--- src/hdl/cllg_defines.vh ---
// Register indices, field positions, encodings and reset values of the look-up table glue block
`ifndef CLLG_DEFINES_VH
`define CLLG_DEFINES_VH

// Register indices, byte address is four times the index
`define CLLG_IDX_GLOBAL 4'h0
`define CLLG_IDX_SEQ 4'h1
`define CLLG_IDX_T0_CTRLA 4'h5
`define CLLG_IDX_T0_CTRLB 4'h6
`define CLLG_IDX_T0_CTRLC 4'h7
`define CLLG_IDX_T0_TRUTH 4'h8
`define CLLG_IDX_T1_CTRLA 4'h9
`define CLLG_IDX_T1_CTRLB 4'hA
`define CLLG_IDX_T1_CTRLC 4'hB
`define CLLG_IDX_T1_TRUTH 4'hC
`define CLLG_IDX_STATUS 4'hD
`define CLLG_TABLE_STRIDE 4'h4

// Global control fields
`define CLLG_GLOBAL_EN_BIT 0
`define CLLG_GLOBAL_STDBY_BIT 6

// Control A fields of each table
`define CLLG_CTA_EN_BIT 0
`define CLLG_CTA_OUTEN_BIT 3
`define CLLG_CTA_FILT_LO 4
`define CLLG_CTA_CLKSEL_BIT 6
`define CLLG_CTA_EDGE_BIT 7
`define CLLG_CTA_MASK 8'hF9

// Input source encodings
`define CLLG_SRC_MASK 4'h0
`define CLLG_SRC_FEEDBACK 4'h1
`define CLLG_SRC_LINK 4'h2
`define CLLG_SRC_EVENT_LINE_ZERO 4'h3
`define CLLG_SRC_EVENT_LINE_ONE 4'h4
`define CLLG_SRC_PIN 4'h5
`define CLLG_SRC_PERIPH_A 4'h6
`define CLLG_SRC_PERIPH_B 4'h7

// Filter option encodings
`define CLLG_FILT_OFF 2'h0
`define CLLG_FILT_SYNC 2'h1
`define CLLG_FILT_FILTER 2'h2

// Sequential mode encodings
`define CLLG_SEQ_OFF 4'h0
`define CLLG_SEQ_DFF 4'h1
`define CLLG_SEQ_JK 4'h2
`define CLLG_SEQ_DLATCH 4'h3
`define CLLG_SEQ_RS 4'h4

// Reset values
`define CLLG_RST_BYTE 8'h00

// AXI4-Lite responses
`define CLLG_RESP_OKAY 2'h0
`define CLLG_RESP_SLVERR 2'h2

`endif

--- src/hdl/cllg_top.v ---
// Look-up table glue block with its AXI4-Lite register slave
//
// Local design decisions: the register addresses and the AXI4-Lite interface to the registers.
`timescale 1ns/1ps
`include "cllg_defines.vh"

module cllg_top #(
    parameter ADDR_W = 6
) (
    input wire core_clk,
    input wire reset_n,
    input wire [ADDR_W-1:0] s_axi_awaddr,
    input wire s_axi_awvalid,
    output wire s_axi_awready,
    input wire [31:0] s_axi_wdata,
    input wire [3:0] s_axi_wstrb,
    input wire s_axi_wvalid,
    output wire s_axi_wready,
    output reg [1:0] s_axi_bresp,
    output reg s_axi_bvalid,
    input wire s_axi_bready,
    input wire [ADDR_W-1:0] s_axi_araddr,
    input wire s_axi_arvalid,
    output wire s_axi_arready,
    output reg [31:0] s_axi_rdata,
    output reg [1:0] s_axi_rresp,
    output reg s_axi_rvalid,
    input wire s_axi_rready,
    input wire [5:0] tableInputPins,
    input wire eventLineZero,
    input wire eventLineOne,
    input wire periphA,
    input wire periphB,
    output wire [1:0] tableOutputPin,
    output wire [1:0] tableOutputEvent,
    output wire pairSequentialOut
);

    // ************************************************************
    // Register storage
    // ************************************************************
    reg globEn_ff;
    reg runStdby_ff;
    reg [3:0] seqMode_ff;
    reg [15:0] ctrlA_ff;
    reg [15:0] ctrlB_ff;
    reg [15:0] ctrlC_ff;
    reg [15:0] truth_ff;
    reg seqOut_ff;

    // Bus handshake state
    reg awHeld_ff;
    reg wHeld_ff;
    reg [3:0] awIdx_ff;
    reg [7:0] wByte_ff;
    reg wLane_ff;

    // Per-table results shared between tables
    wire [1:0] tableRaw;
    wire [1:0] tableRes;
    wire [1:0] tableEn;
    wire [1:0] tableTick;

    // Input source multiplexer
    function srcPick;
        input [3:0] code;
        input pinV;
        input linkV;
        input fbV;
        input evA;
        input evB;
        input perA;
        input perB;
        begin
            case (code)
                `CLLG_SRC_FEEDBACK: srcPick = fbV;
                `CLLG_SRC_LINK: srcPick = linkV;
                `CLLG_SRC_EVENT_LINE_ZERO: srcPick = evA;
                `CLLG_SRC_EVENT_LINE_ONE: srcPick = evB;
                `CLLG_SRC_PIN: srcPick = pinV;
                `CLLG_SRC_PERIPH_A: srcPick = perA;
                `CLLG_SRC_PERIPH_B: srcPick = perB;
                default: srcPick = 1'b0;
            endcase
        end
    endfunction

    // ************************************************************
    // AXI4-Lite write channel
    // ************************************************************
    wire wrFire;
    wire [3:0] wrIdx;
    wire wrMapped;
    wire wrTbl;
    wire [1:0] wrOff;
    wire [3:0] wrRel;
    wire [7:0] newA;
    wire [7:0] oldA;

    assign s_axi_awready = !awHeld_ff && !s_axi_bvalid;
    assign s_axi_wready = !wHeld_ff && !s_axi_bvalid;
    assign wrFire = awHeld_ff && wHeld_ff && !s_axi_bvalid;
    assign wrIdx = awIdx_ff;
    assign wrTbl = (wrIdx >= `CLLG_IDX_T1_CTRLA);
    assign wrRel = wrTbl ? (wrIdx - `CLLG_IDX_T1_CTRLA) : (wrIdx - `CLLG_IDX_T0_CTRLA);
    assign wrOff = wrRel[1:0]; // Offset within one table's group
    assign wrMapped = (wrIdx <= `CLLG_IDX_SEQ) || ((wrIdx >= `CLLG_IDX_T0_CTRLA) && (wrIdx <= `CLLG_IDX_STATUS));
    assign oldA = wrTbl ? ctrlA_ff[15:8] : ctrlA_ff[7:0];
    // Protected fields follow the write only while the table is disabled
    assign newA = oldA[`CLLG_CTA_EN_BIT] ? {oldA[7:1], wByte_ff[0]} : (wByte_ff & `CLLG_CTA_MASK);

    // Address and data capture, either order
    always @(posedge core_clk or negedge reset_n) begin
        if (!reset_n) begin
            awHeld_ff <= 1'b0;
            wHeld_ff <= 1'b0;
            awIdx_ff <= 4'h0;
            wByte_ff <= `CLLG_RST_BYTE;
            wLane_ff <= 1'b0;
            s_axi_bvalid <= 1'b0;
            s_axi_bresp <= `CLLG_RESP_OKAY;
        end else begin
            if (s_axi_awvalid && s_axi_awready) begin
                awHeld_ff <= 1'b1;
                awIdx_ff <= s_axi_awaddr[5:2];
            end
            if (s_axi_wvalid && s_axi_wready) begin
                wHeld_ff <= 1'b1;
                wByte_ff <= s_axi_wdata[7:0];
                wLane_ff <= s_axi_wstrb[0];
            end
            if (wrFire) begin
                awHeld_ff <= 1'b0;
                wHeld_ff <= 1'b0;
                s_axi_bvalid <= 1'b1;
                s_axi_bresp <= wrMapped ? `CLLG_RESP_OKAY : `CLLG_RESP_SLVERR;
            end else if (s_axi_bvalid && s_axi_bready) begin
                s_axi_bvalid <= 1'b0;
            end
        end
    end

    // Register updates with enable protection
    always @(posedge core_clk or negedge reset_n) begin
        if (!reset_n) begin
            globEn_ff <= 1'b0;
            runStdby_ff <= 1'b0;
            seqMode_ff <= `CLLG_SEQ_OFF;
            ctrlA_ff <= {`CLLG_RST_BYTE, `CLLG_RST_BYTE};
            ctrlB_ff <= {`CLLG_RST_BYTE, `CLLG_RST_BYTE};
            ctrlC_ff <= {`CLLG_RST_BYTE, `CLLG_RST_BYTE};
            truth_ff <= {`CLLG_RST_BYTE, `CLLG_RST_BYTE};
        end else if (wrFire && wLane_ff) begin
            if (wrIdx == `CLLG_IDX_GLOBAL) begin
                globEn_ff <= wByte_ff[`CLLG_GLOBAL_EN_BIT];
                runStdby_ff <= wByte_ff[`CLLG_GLOBAL_STDBY_BIT];
            end
            if ((wrIdx == `CLLG_IDX_SEQ) && !ctrlA_ff[`CLLG_CTA_EN_BIT]) begin
                seqMode_ff <= wByte_ff[3:0];
            end
            if ((wrIdx >= `CLLG_IDX_T0_CTRLA) && (wrIdx <= `CLLG_IDX_T1_TRUTH)) begin
                case (wrOff)
                    2'h0: begin
                        if (wrTbl) ctrlA_ff[15:8] <= newA;
                        else ctrlA_ff[7:0] <= newA;
                    end
                    2'h1: begin
                        if (!oldA[`CLLG_CTA_EN_BIT]) begin
                            if (wrTbl) ctrlB_ff[15:8] <= wByte_ff;
                            else ctrlB_ff[7:0] <= wByte_ff;
                        end
                    end
                    2'h2: begin
                        if (!oldA[`CLLG_CTA_EN_BIT]) begin
                            if (wrTbl) ctrlC_ff[15:8] <= {4'h0, wByte_ff[3:0]};
                            else ctrlC_ff[7:0] <= {4'h0, wByte_ff[3:0]};
                        end
                    end
                    default: begin
                        if (wrTbl) truth_ff[15:8] <= wByte_ff;
                        else truth_ff[7:0] <= wByte_ff;
                    end
                endcase
            end
        end
    end

    // ************************************************************
    // AXI4-Lite read channel
    // ************************************************************
    reg [7:0] rdByte;
    reg rdOk;
    wire [3:0] rdIdx;

    assign s_axi_arready = !s_axi_rvalid;
    assign rdIdx = s_axi_araddr[5:2];

    // Read data selection
    always @* begin
        rdByte = `CLLG_RST_BYTE;
        rdOk = 1'b1;
        case (rdIdx)
            `CLLG_IDX_GLOBAL: rdByte = {1'b0, runStdby_ff, 5'h00, globEn_ff};
            `CLLG_IDX_SEQ: rdByte = {4'h0, seqMode_ff};
            `CLLG_IDX_T0_CTRLA: rdByte = ctrlA_ff[7:0];
            `CLLG_IDX_T0_CTRLB: rdByte = ctrlB_ff[7:0];
            `CLLG_IDX_T0_CTRLC: rdByte = ctrlC_ff[7:0];
            `CLLG_IDX_T0_TRUTH: rdByte = truth_ff[7:0];
            `CLLG_IDX_T1_CTRLA: rdByte = ctrlA_ff[15:8];
            `CLLG_IDX_T1_CTRLB: rdByte = ctrlB_ff[15:8];
            `CLLG_IDX_T1_CTRLC: rdByte = ctrlC_ff[15:8];
            `CLLG_IDX_T1_TRUTH: rdByte = truth_ff[15:8];
            `CLLG_IDX_STATUS: rdByte = {3'h0, seqOut_ff, tableEn, tableRes};
            default: rdOk = 1'b0;
        endcase
    end

    // Read answer one cycle after the address
    always @(posedge core_clk or negedge reset_n) begin
        if (!reset_n) begin
            s_axi_rvalid <= 1'b0;
            s_axi_rdata <= 32'h00000000;
            s_axi_rresp <= `CLLG_RESP_OKAY;
        end else if (s_axi_arvalid && s_axi_arready) begin
            s_axi_rvalid <= 1'b1;
            s_axi_rdata <= {24'h000000, rdByte};
            s_axi_rresp <= rdOk ? `CLLG_RESP_OKAY : `CLLG_RESP_SLVERR;
        end else if (s_axi_rvalid && s_axi_rready) begin
            s_axi_rvalid <= 1'b0;
        end
    end

    // ************************************************************
    // Look-up tables and filters
    // ************************************************************
    genvar t;
    generate
        for (t = 0; t < 2; t = t + 1) begin : gTable
            wire [7:0] cA;
            wire [7:0] cB;
            wire [3:0] cC;
            wire en;
            wire clkSel;
            wire [1:0] filter_option_select;
            wire linkV;
            wire in0;
            wire in1;
            wire in2Src;
            wire in2;
            reg in2Prev_ff;
            reg [3:0] filt_ff;
            reg filtOut_ff;
            reg res;

            assign cA = ctrlA_ff[t*8+7:t*8];
            assign cB = ctrlB_ff[t*8+7:t*8];
            assign cC = ctrlC_ff[t*8+3:t*8];
            assign en = globEn_ff && cA[`CLLG_CTA_EN_BIT];
            assign clkSel = cA[`CLLG_CTA_CLKSEL_BIT];
            assign filter_option_select = cA[`CLLG_CTA_FILT_LO+1:`CLLG_CTA_FILT_LO];
            // Highest table has no higher neighbour
            assign linkV = (t == 0) ? tableRaw[1] : 1'b0;

            // Input sources
            assign in0 = srcPick(cB[3:0], tableInputPins[t*3], linkV, seqOut_ff, eventLineZero, eventLineOne,
                periphA, periphB);
            assign in1 = srcPick(cB[7:4], tableInputPins[t*3+1], linkV, seqOut_ff, eventLineZero, eventLineOne,
                periphA, periphB);
            assign in2Src = srcPick(cC, tableInputPins[t*3+2], linkV, seqOut_ff, eventLineZero, eventLineOne,
                periphA, periphB);
            assign in2 = clkSel ? 1'b0 : in2Src;

            // Truth lookup, input two most significant
            assign tableRaw[t] = en & truth_ff[t*8 + {in2, in1, in0}];

            // Clock tick, peripheral clock or rising edge of input two
            assign tableTick[t] = clkSel ? (in2Src && !in2Prev_ff) : 1'b1;

            // Filter pipeline, cleared while the table is off
            always @(posedge core_clk or negedge reset_n) begin
                if (!reset_n) begin
                    in2Prev_ff <= 1'b0;
                    filt_ff <= 4'h0;
                    filtOut_ff <= 1'b0;
                end else begin
                    in2Prev_ff <= in2Src;
                    if (!en) begin
                        filt_ff <= 4'h0;
                        filtOut_ff <= 1'b0;
                    end else if (tableTick[t]) begin
                        filt_ff <= {filt_ff[2:0], tableRaw[t]};
                        // Output moves only when three samples agree
                        if ((filt_ff[1] == filt_ff[2]) && (filt_ff[2] == filt_ff[3])) begin
                            filtOut_ff <= filt_ff[2];
                        end
                    end
                end
            end

            // Filter option selection
            always @* begin
                case (filter_option_select)
                    `CLLG_FILT_OFF: res = tableRaw[t];
                    `CLLG_FILT_SYNC: res = filt_ff[1];
                    default: res = filtOut_ff;
                endcase
            end

            assign tableRes[t] = res & en;
            assign tableEn[t] = en;
            assign tableOutputPin[t] = tableRes[t] & cA[`CLLG_CTA_OUTEN_BIT];
            assign tableOutputEvent[t] = tableRes[t];
        end
    endgenerate

    // ************************************************************
    // Pair sequential element
    // ************************************************************
    // Even table drives D, J or S; odd table drives G, K or R
    always @(posedge core_clk or negedge reset_n) begin
        if (!reset_n) begin
            seqOut_ff <= 1'b0;
        end else if (!tableEn[0]) begin
            seqOut_ff <= 1'b0;
        end else begin
            case (seqMode_ff)
                `CLLG_SEQ_DFF: begin
                    if (tableTick[0] && tableRes[1]) seqOut_ff <= tableRes[0];
                end
                `CLLG_SEQ_JK: begin
                    if (tableTick[0]) begin
                        case ({tableRes[0], tableRes[1]})
                            2'b01: seqOut_ff <= 1'b0;
                            2'b10: seqOut_ff <= 1'b1;
                            2'b11: seqOut_ff <= !seqOut_ff;
                            default: seqOut_ff <= seqOut_ff;
                        endcase
                    end
                end
                `CLLG_SEQ_DLATCH: begin
                    if (tableRes[1]) seqOut_ff <= tableRes[0];
                end
                `CLLG_SEQ_RS: begin
                    // Both high is forbidden; hold
                    if (tableRes[0] && !tableRes[1]) seqOut_ff <= 1'b1;
                    else if (!tableRes[0] && tableRes[1]) seqOut_ff <= 1'b0;
                end
                default: seqOut_ff <= 1'b0;
            endcase
        end
    end

    // No halt input: logic runs through a processor debug halt
    assign pairSequentialOut = seqOut_ff;

endmodule

--- config.mk ---
export PLATFORM = sky130hd
export DESIGN_NAME = cllg_top
export DESIGN_NICKNAME = d
export VERILOG_FILES = /design/src/hdl/cllg_top.v
export VERILOG_INCLUDE_DIRS = /design/src /design/src/hdl
export SDC_FILE = /design/constraint.sdc
export NUM_CORES = 1
export LEC_CHECK = 0
export BUFFER_PORTS_ARGS = -buffer_cell sky130_fd_sc_hd__buf_2
export CAP_MARGIN = 30
export CORE_MARGIN = 3
export CORE_UTILIZATION = 30
export CTS_CLUSTER_DIAMETER = 60
export CTS_CLUSTER_SIZE = 24
export DETAILED_ROUTE_END_ITERATION = 8
export PLACE_DENSITY = 0.55
export SLEW_MARGIN = 25
export SYNTH_ARGS = -nofsm -noshare
export SYNTH_HDL_FRONTEND = slang
export SYNTH_SLANG_ARGS = --single-unit
--- constraint.sdc ---
create_clock -name core_clk -period 5.5 [get_ports core_clk]
set_input_delay 0.825 -clock core_clk [delete_from_list [all_inputs] [get_ports core_clk]]
set_output_delay 0.825 -clock core_clk [all_outputs]
set_load 0.02 [all_outputs]
==> results.py, run 1 <==
metrics = {
    "status": {
        "status": "completed",
    },
    "timing": {
        "finalHoldViolations": 0,
        "maxSlewViolCount": 0,
        "rsz0062_at_grt": "false",
        "max_slew.worst_pin.slew_ns": 0.980,
        "tns_ns": 0,
        "finalWorstPathRequiredPeriod_ns": 5.07,
        "fin_crit_sh": 0.921,
        "fmax_mhz": 197,
        "finalClockSkew_ns": 0.00935,
        "slew_headroom": 0.337,
        "finalSetupViolCount": 0,
    },
    "cts": {
        "clockRootBuffer": "clkbuf_16",
        "cts-resized-gates": 0,
        "cts-buffers-inserted": 9,
        "clk_latency_ns": 0.36,
        "hold_buffers": 0,
        "htree_levels": 3,
        "numClockSinks": 102,
        "tritoncts": "built",
        "post_cts_buffers": 0,
        "path_clk_slew_ns": 0.07,
        "ctsLongestPathBuffers": 2,
    },
    "drt": {
        "first_iter_violations": 410,
        "vias": 4519,
        "routed_wl_mm": 16.4,
        "drc": 0,
        "first_pass_iters": 5,
        "ant_nets": 0,
        "viasPerCell": 5.22,
        "wire_per_inst_um": 19.0,
    },
    "cells_and_area": {
        "layout_common_cells": "102 x dfrtp_1, 68 x mux2_2, 54 x buf_2",
        "area_growth_pct": 12.8,
        "drive_above_1_share": 0.268,
        "fin_nets": 669,
        "final_cells": 865,
        "antennaDiodeCount": 0,
        "final_common_cell": "dfrtp_1",
    },
    "pwr": {
        "p_per_area_nw_per_um2": 472,
        "combPwrFrac": 0.304,
        "switching_share": 0.391,
        "power.net_switching_w": 0.00122,
        "p_leak_nw": 2.90,
        "peakVddDrop_v": 0.000167,
        "p_seq_frac": 0.469,
        "power_frac_clock": 0.227,
        "internal_power_w": 0.00189,
    },
    "synth": {
        "synthArstFlopShare": 1.00,
        "synth_xor_area_frac": 0,
        "avgSynthCellArea_um2": 10.4,
        "synth-compound-area-share": 0.144,
        "ys.flop_type": "dfrtp_1",
        "ys_types": 61,
        "synth-edff-count": 0,
        "synth_top_family_by_area": "multiplexers",
        "synth_mux_area_frac": 0.201,
        "synth_fa_ha_area_frac": 0.00857,
        "synth_simple_gate_area_frac": 0.143,
        "ys_ff_latch": 102,
        "synthesis.instances": 559,
        "synthesis.area_um2": 5840,
        "ys_warn_count": 0,
        "yosysSeqAreaShare": 0.437,
    },
    "die": {
        "die_area_um2": 21200,
        "core_area_um2": 18900,
        "die_h_um": 145,
        "io_pins": 111,
        "placementRows": 50,
        "die_width_um": 145,
        "start_util": 0.309,
    },
    "placed_design": {
        "place_inst": 848,
        "detailed_place_hpwl_mm": 12.2,
        "place.gp.congestion": 0.901,
        "io_buffers": 53,
    },
    "global_route": {
        "grt_pass1_wl_mm": 25.8,
        "antenna_found_initial": 0,
        "overflow": 0,
        "grt_pass1_vias": 4431,
        "grt.total_usage": 0.155,
        "grt_max_degree": 65,
    },
    "worst_setup_path": {
        "cp-start-kind": "input pin",
        "crit_required_ns": 5.77,
        "path_class": "input pin to register",
        "path_max_fanout": 6,
        "critPathCaptureType": "register",
        "worstPathArrival_ns": 5.34,
    },
    "job": {
        "max_cap_violations": 0,
    },
    "min_path": {
        "min_path_type": "register to register",
    },
}
cell type report:
type,instances,area [um2]
fill,1930,12300
tap,260,325
sequential,102,2550
timing repair buffer,61,323
clock buffer,11,243
clock inverter,5,81.3
inverter,16,60.1
multi-input combinational,410,3000
flip-flops by register name (all words and copies together), names as in the netlist, 2 cells and up:
signal             flops
ctrlA_ff              16
ctrlB_ff              16
truth_ff              16
ctrlC_ff               8
gTable.filt_ff         8
s_axi_rdata            8
wByte_ff               8
awIdx_ff               4
seqMode_ff             4
gTable.filtOut_ff      2
gTable.in2Prev_ff      2
cells in the mapped netlist, drive strengths merged (10+ instances only):
master	n	area, um2
nand2	39	146
inv	16	60.1
a21oi	30	161
o22ai	14	87.6
nor2	44	168
dfrtp	102	2550
nand3	10	50.1
buf	34	238
nor2b	12	75.1
o21ai	27	135
mux2	69	781
mux2i	19	190
clkbuf	22	82.6
power groups by stage:
| stage | Combinational, W | Sequential [W] | Clock (W) |
|---|---|---|---|
| after global routing | 0.00104 | 0.00150 | 0.000749 |
| after detailed placement | 0.000943 | 0.00146 | 0 |
| after CTS | 0.000946 | 0.00145 | 0.000716 |
| final | 0.000943 | 0.00146 | 0.000705 |
| after floorplan | 0.000831 | 0.00121 | 0 |
| after global placement | 0.000908 | 0.00145 | 0 |
cells by family after synthesis:
family	count (synthesis)
AND/OR/NAND/NOR	159
other	1
adder cells (fa/ha/maj)	4
buffers and inverters	72
AO/OA/AOI/OAI	124
flip-flops	102
multiplexers	97
layer usage:
layer	vias up	wire, um	GRT usage
met5	-	0	0
li1	2076	-	-
met2	185	7270	0.231
met1	2231	7930	0.226
met4	0	364	0.0603
met3	27	833	0.0227
critical path: stages:
cell      delay (ns)
buf_2           0.14
mux2i_1         0.49
o32a_1          0.23
o211ai_1        0.08
mux4_2          0.55
a41oi_1         0.36
mux4_2          0.54
mux2_4          0.31
a21oi_4         0.15
inv_2           0.07
ha_1            0.20
nor4_1          0.32
a21oi_1         0.10
or4_1           0.48
o221ai_1        0.13
nand4_1         0.15
o21a_1          0.14
o31ai_1         0.06
stage by stage:
stage / hold WS, ns / total power [W] / util / area, um2 / worst slack, ns
detailed placement: 0.466 / 0.00241 / 0.331 / 6250 / 0.0553
floorplan: 0.459 / 0.00205 / - / 5930 / 0.590
CTS: 0.482 / 0.00311 / 0.348 / 6580 / 0.452
finish: 0.476 / 0.00310 / 0.348 / 6580 / 0.432
global placement: 0.462 / 0.00236 / 0.331 / 6250 / 0.187
global route: 0.515 / 0.00329 / 0.348 / 6580 / 0.166
path summary, 6_finish.rpt:
check                               startpoint                 to  slack (ns)  cells past startpoint
worst max-delay path                   periphA  pairSequentialOut        0.43                     18
worst min-delay path            s_axi_rdata[2]     s_axi_rdata[2]        0.48                      2
worst max register to register    ctrlB_ff[13]  pairSequentialOut        0.47                     17
worst min register to register  s_axi_rdata[2]     s_axi_rdata[2]        0.48                      2
max in group asynchronous              reset_n        wByte_ff[1]        3.92                      2
min in group asynchronous              reset_n       s_axi_rvalid        0.56                      1
Power figures use the tool's default switching activity.
==> run 2, diff against run 1 <==
- PLACE_DENSITY: 0.55 -> unset
==> run 2 against run 1 <==
Via count fell by 1.6%. Clock skew barely moved. Sequential power barely moved. Wire length fell by 2.6%. Final cell count rose by 0.35%. Power fell by 1.8%. Critical endpoint unchanged. Largest cell class unchanged.
==> results.py, run 2 (synthesis gave the netlist of run 1 again) <==
metrics = {
    "cts": {
        "tritoncts": "built",
        "post_cts_buffers": 0,
        "cts-resized-gates": 0,
        "hold_buffers": 0,
        "cts-buffers-inserted": 9,
        "clockRootBuffer": "clkbuf_16",
        "clk_latency_ns": 0.36,
        "htree_levels": 3,
        "path_clk_slew_ns": 0.07,
        "ctsLongestPathBuffers": 2,
        "numClockSinks": 102,
    },
    "timing": {
        "setup_ws_ns": 0.624,
        "fmax_mhz": 205,
        "rsz0062_at_grt": "false",
        "max_slew.worst_pin.slew_ns": 0.790,
        "slew_headroom": 0.473,
        "finalClockSkew_ns": 0.00934,
        "finalSetupViolCount": 0,
        "finalHoldViolations": 0,
        "maxSlewViolCount": 0,
        "finalWorstPathRequiredPeriod_ns": 4.88,
        "fin_crit_sh": 0.887,
        "tns_ns": 0,
    },
    "cells_and_area": {
        "antennaDiodeCount": 0,
        "final_common_cell": "dfrtp_1",
        "layout_common_cells": "102 x dfrtp_1, 68 x mux2_2, 53 x buf_2",
        "area_growth_pct": 12.7,
        "drive_above_1_share": 0.270,
        "fin_nets": 672,
        "top_regs": "ctrlA_ff x16, ctrlB_ff x16, truth_ff x16",
    },
    "status": {
        "status": "completed",
    },
    "drt": {
        "drc": 0,
        "wire_per_inst_um": 18.4,
        "routed_wl_mm": 16.0,
        "first_iter_violations": 316,
        "ant_nets": 0,
        "vias": 4447,
        "first_pass_iters": 4,
        "viasPerCell": 5.12,
    },
    "worst_setup_path": {
        "critPathCaptureType": "register",
        "cp-start-kind": "input pin",
        "reg2reg_from": "ctrlB_ff[14]",
        "worstPathArrival_ns": 5.13,
        "critical_path.startpoint": "periphB",
        "path_class": "input pin to register",
        "ff2ff_setup_slack_ns": 0.63,
        "crit_required_ns": 5.76,
        "path_max_fanout": 6,
    },
    "pwr": {
        "peakVddDrop_v": 0.000196,
        "p_leak_nw": 2.90,
        "p_per_area_nw_per_um2": 463,
    },
    "placed_design": {
        "detailed_place_hpwl_mm": 11.7,
        "io_buffers": 53,
        "dpl_worst_slack_ns": 0.277,
        "place.gp.congestion": 0.935,
    },
    "global_route": {
        "overflow": 0,
        "antenna_found_initial": 0,
        "grt_max_degree": 62,
        "grt.total_usage": 0.152,
        "grt_pass1_vias": 4292,
        "grt_pass1_wl_mm": 25.4,
    },
    "die": {
        "die_h_um": 145,
        "die_width_um": 145,
        "die_area_um2": 21200,
        "start_util": 0.309,
        "core_area_um2": 18900,
        "placementRows": 50,
        "io_pins": 111,
    },
    "min_path": {
        "min_path_type": "input pin to asynchronous set/reset pin",
    },
    "job": {
        "max_cap_violations": 0,
    },
}
run 2: cell types whose count changed in the layout (fill, tap and decap cells not counted), sizes merged:
cell / before / now
clkinvlp: 0 / 1
clkbuf: 11 / 12
clkinv: 2 / 1
buf: 61 / 63
inv: 17 / 18
bufinv: 2 / 1
run 2: report_power, final:
group / switching, W / internal (W) / total, W / leakage [nW]
Combinational: 0.000451 / 0.000486 / 0.000937 / 1.40
Sequential: 0.000463 / 0.000994 / 0.00146 / 1.35
Clock: 0.000296 / 0.000359 / 0.000655 / 0.142
run 2: stage by stage:
stage	cell area [um2]	hold slack [ns]	total power (W)	instances	util
2_1_floorplan	5930	0.459	0.00205	584	-
3_3_place_gp	6270	0.462	0.00238	850	0.332
3_5_place_dp	6270	0.471	0.00240	850	0.332
4_1_cts	6570	0.478	0.00306	866	0.348
5_1_grt	6580	0.506	0.00325	868	0.348
6_report	6580	0.463	0.00305	868	0.348
run 2: layer usage:
layer  part of all wire  wire [um]  GRT usage  vias up
met5                  0          0          0        -
met4              0.016        254     0.0347        0
met3              0.074       1190     0.0464       17
met2               0.42       6750      0.220      164
met1               0.49       7770      0.224     2185
li1                   -          -          -     2081
run 2: final timing paths:
| check | endpoint | cells past startpoint |
|---|---|---|
| max | pairSequentialOut | 18 |
| min | gTable[0].filt_ff[3] | 1 |
| max reg2reg | pairSequentialOut | 17 |
| min reg2reg | s_axi_rdata[1] | 2 |
| max in group asynchronous | truth_ff[2] | 2 |
| min in group core_clk | s_axi_rdata[1] | 2 |
run 2: area by class of cell:
class	instances	area [um2]
timing repair buffer	64	345
multi-input combinational	410	3000
inverter	16	60.1
clock inverter	5	66.3
clock buffer	11	233
tap	260	325
fill	1939	12300
sequential	102	2550
run 2: critical path: stages:
cell and delay (ns):
buf_2 0.15, mux4_2 0.47, nand2_1 0.08, a21o_1 0.13, mux4_2 0.55, a41oi_1 0.35, mux4_2 0.54, mux2_4 0.31
a21oi_4 0.15, inv_2 0.07, ha_1 0.19, nor4_1 0.31, a21oi_1 0.09, or4_1 0.48, o221ai_1 0.13, nand4_1 0.13
o21a_1 0.13, o31ai_1 0.06
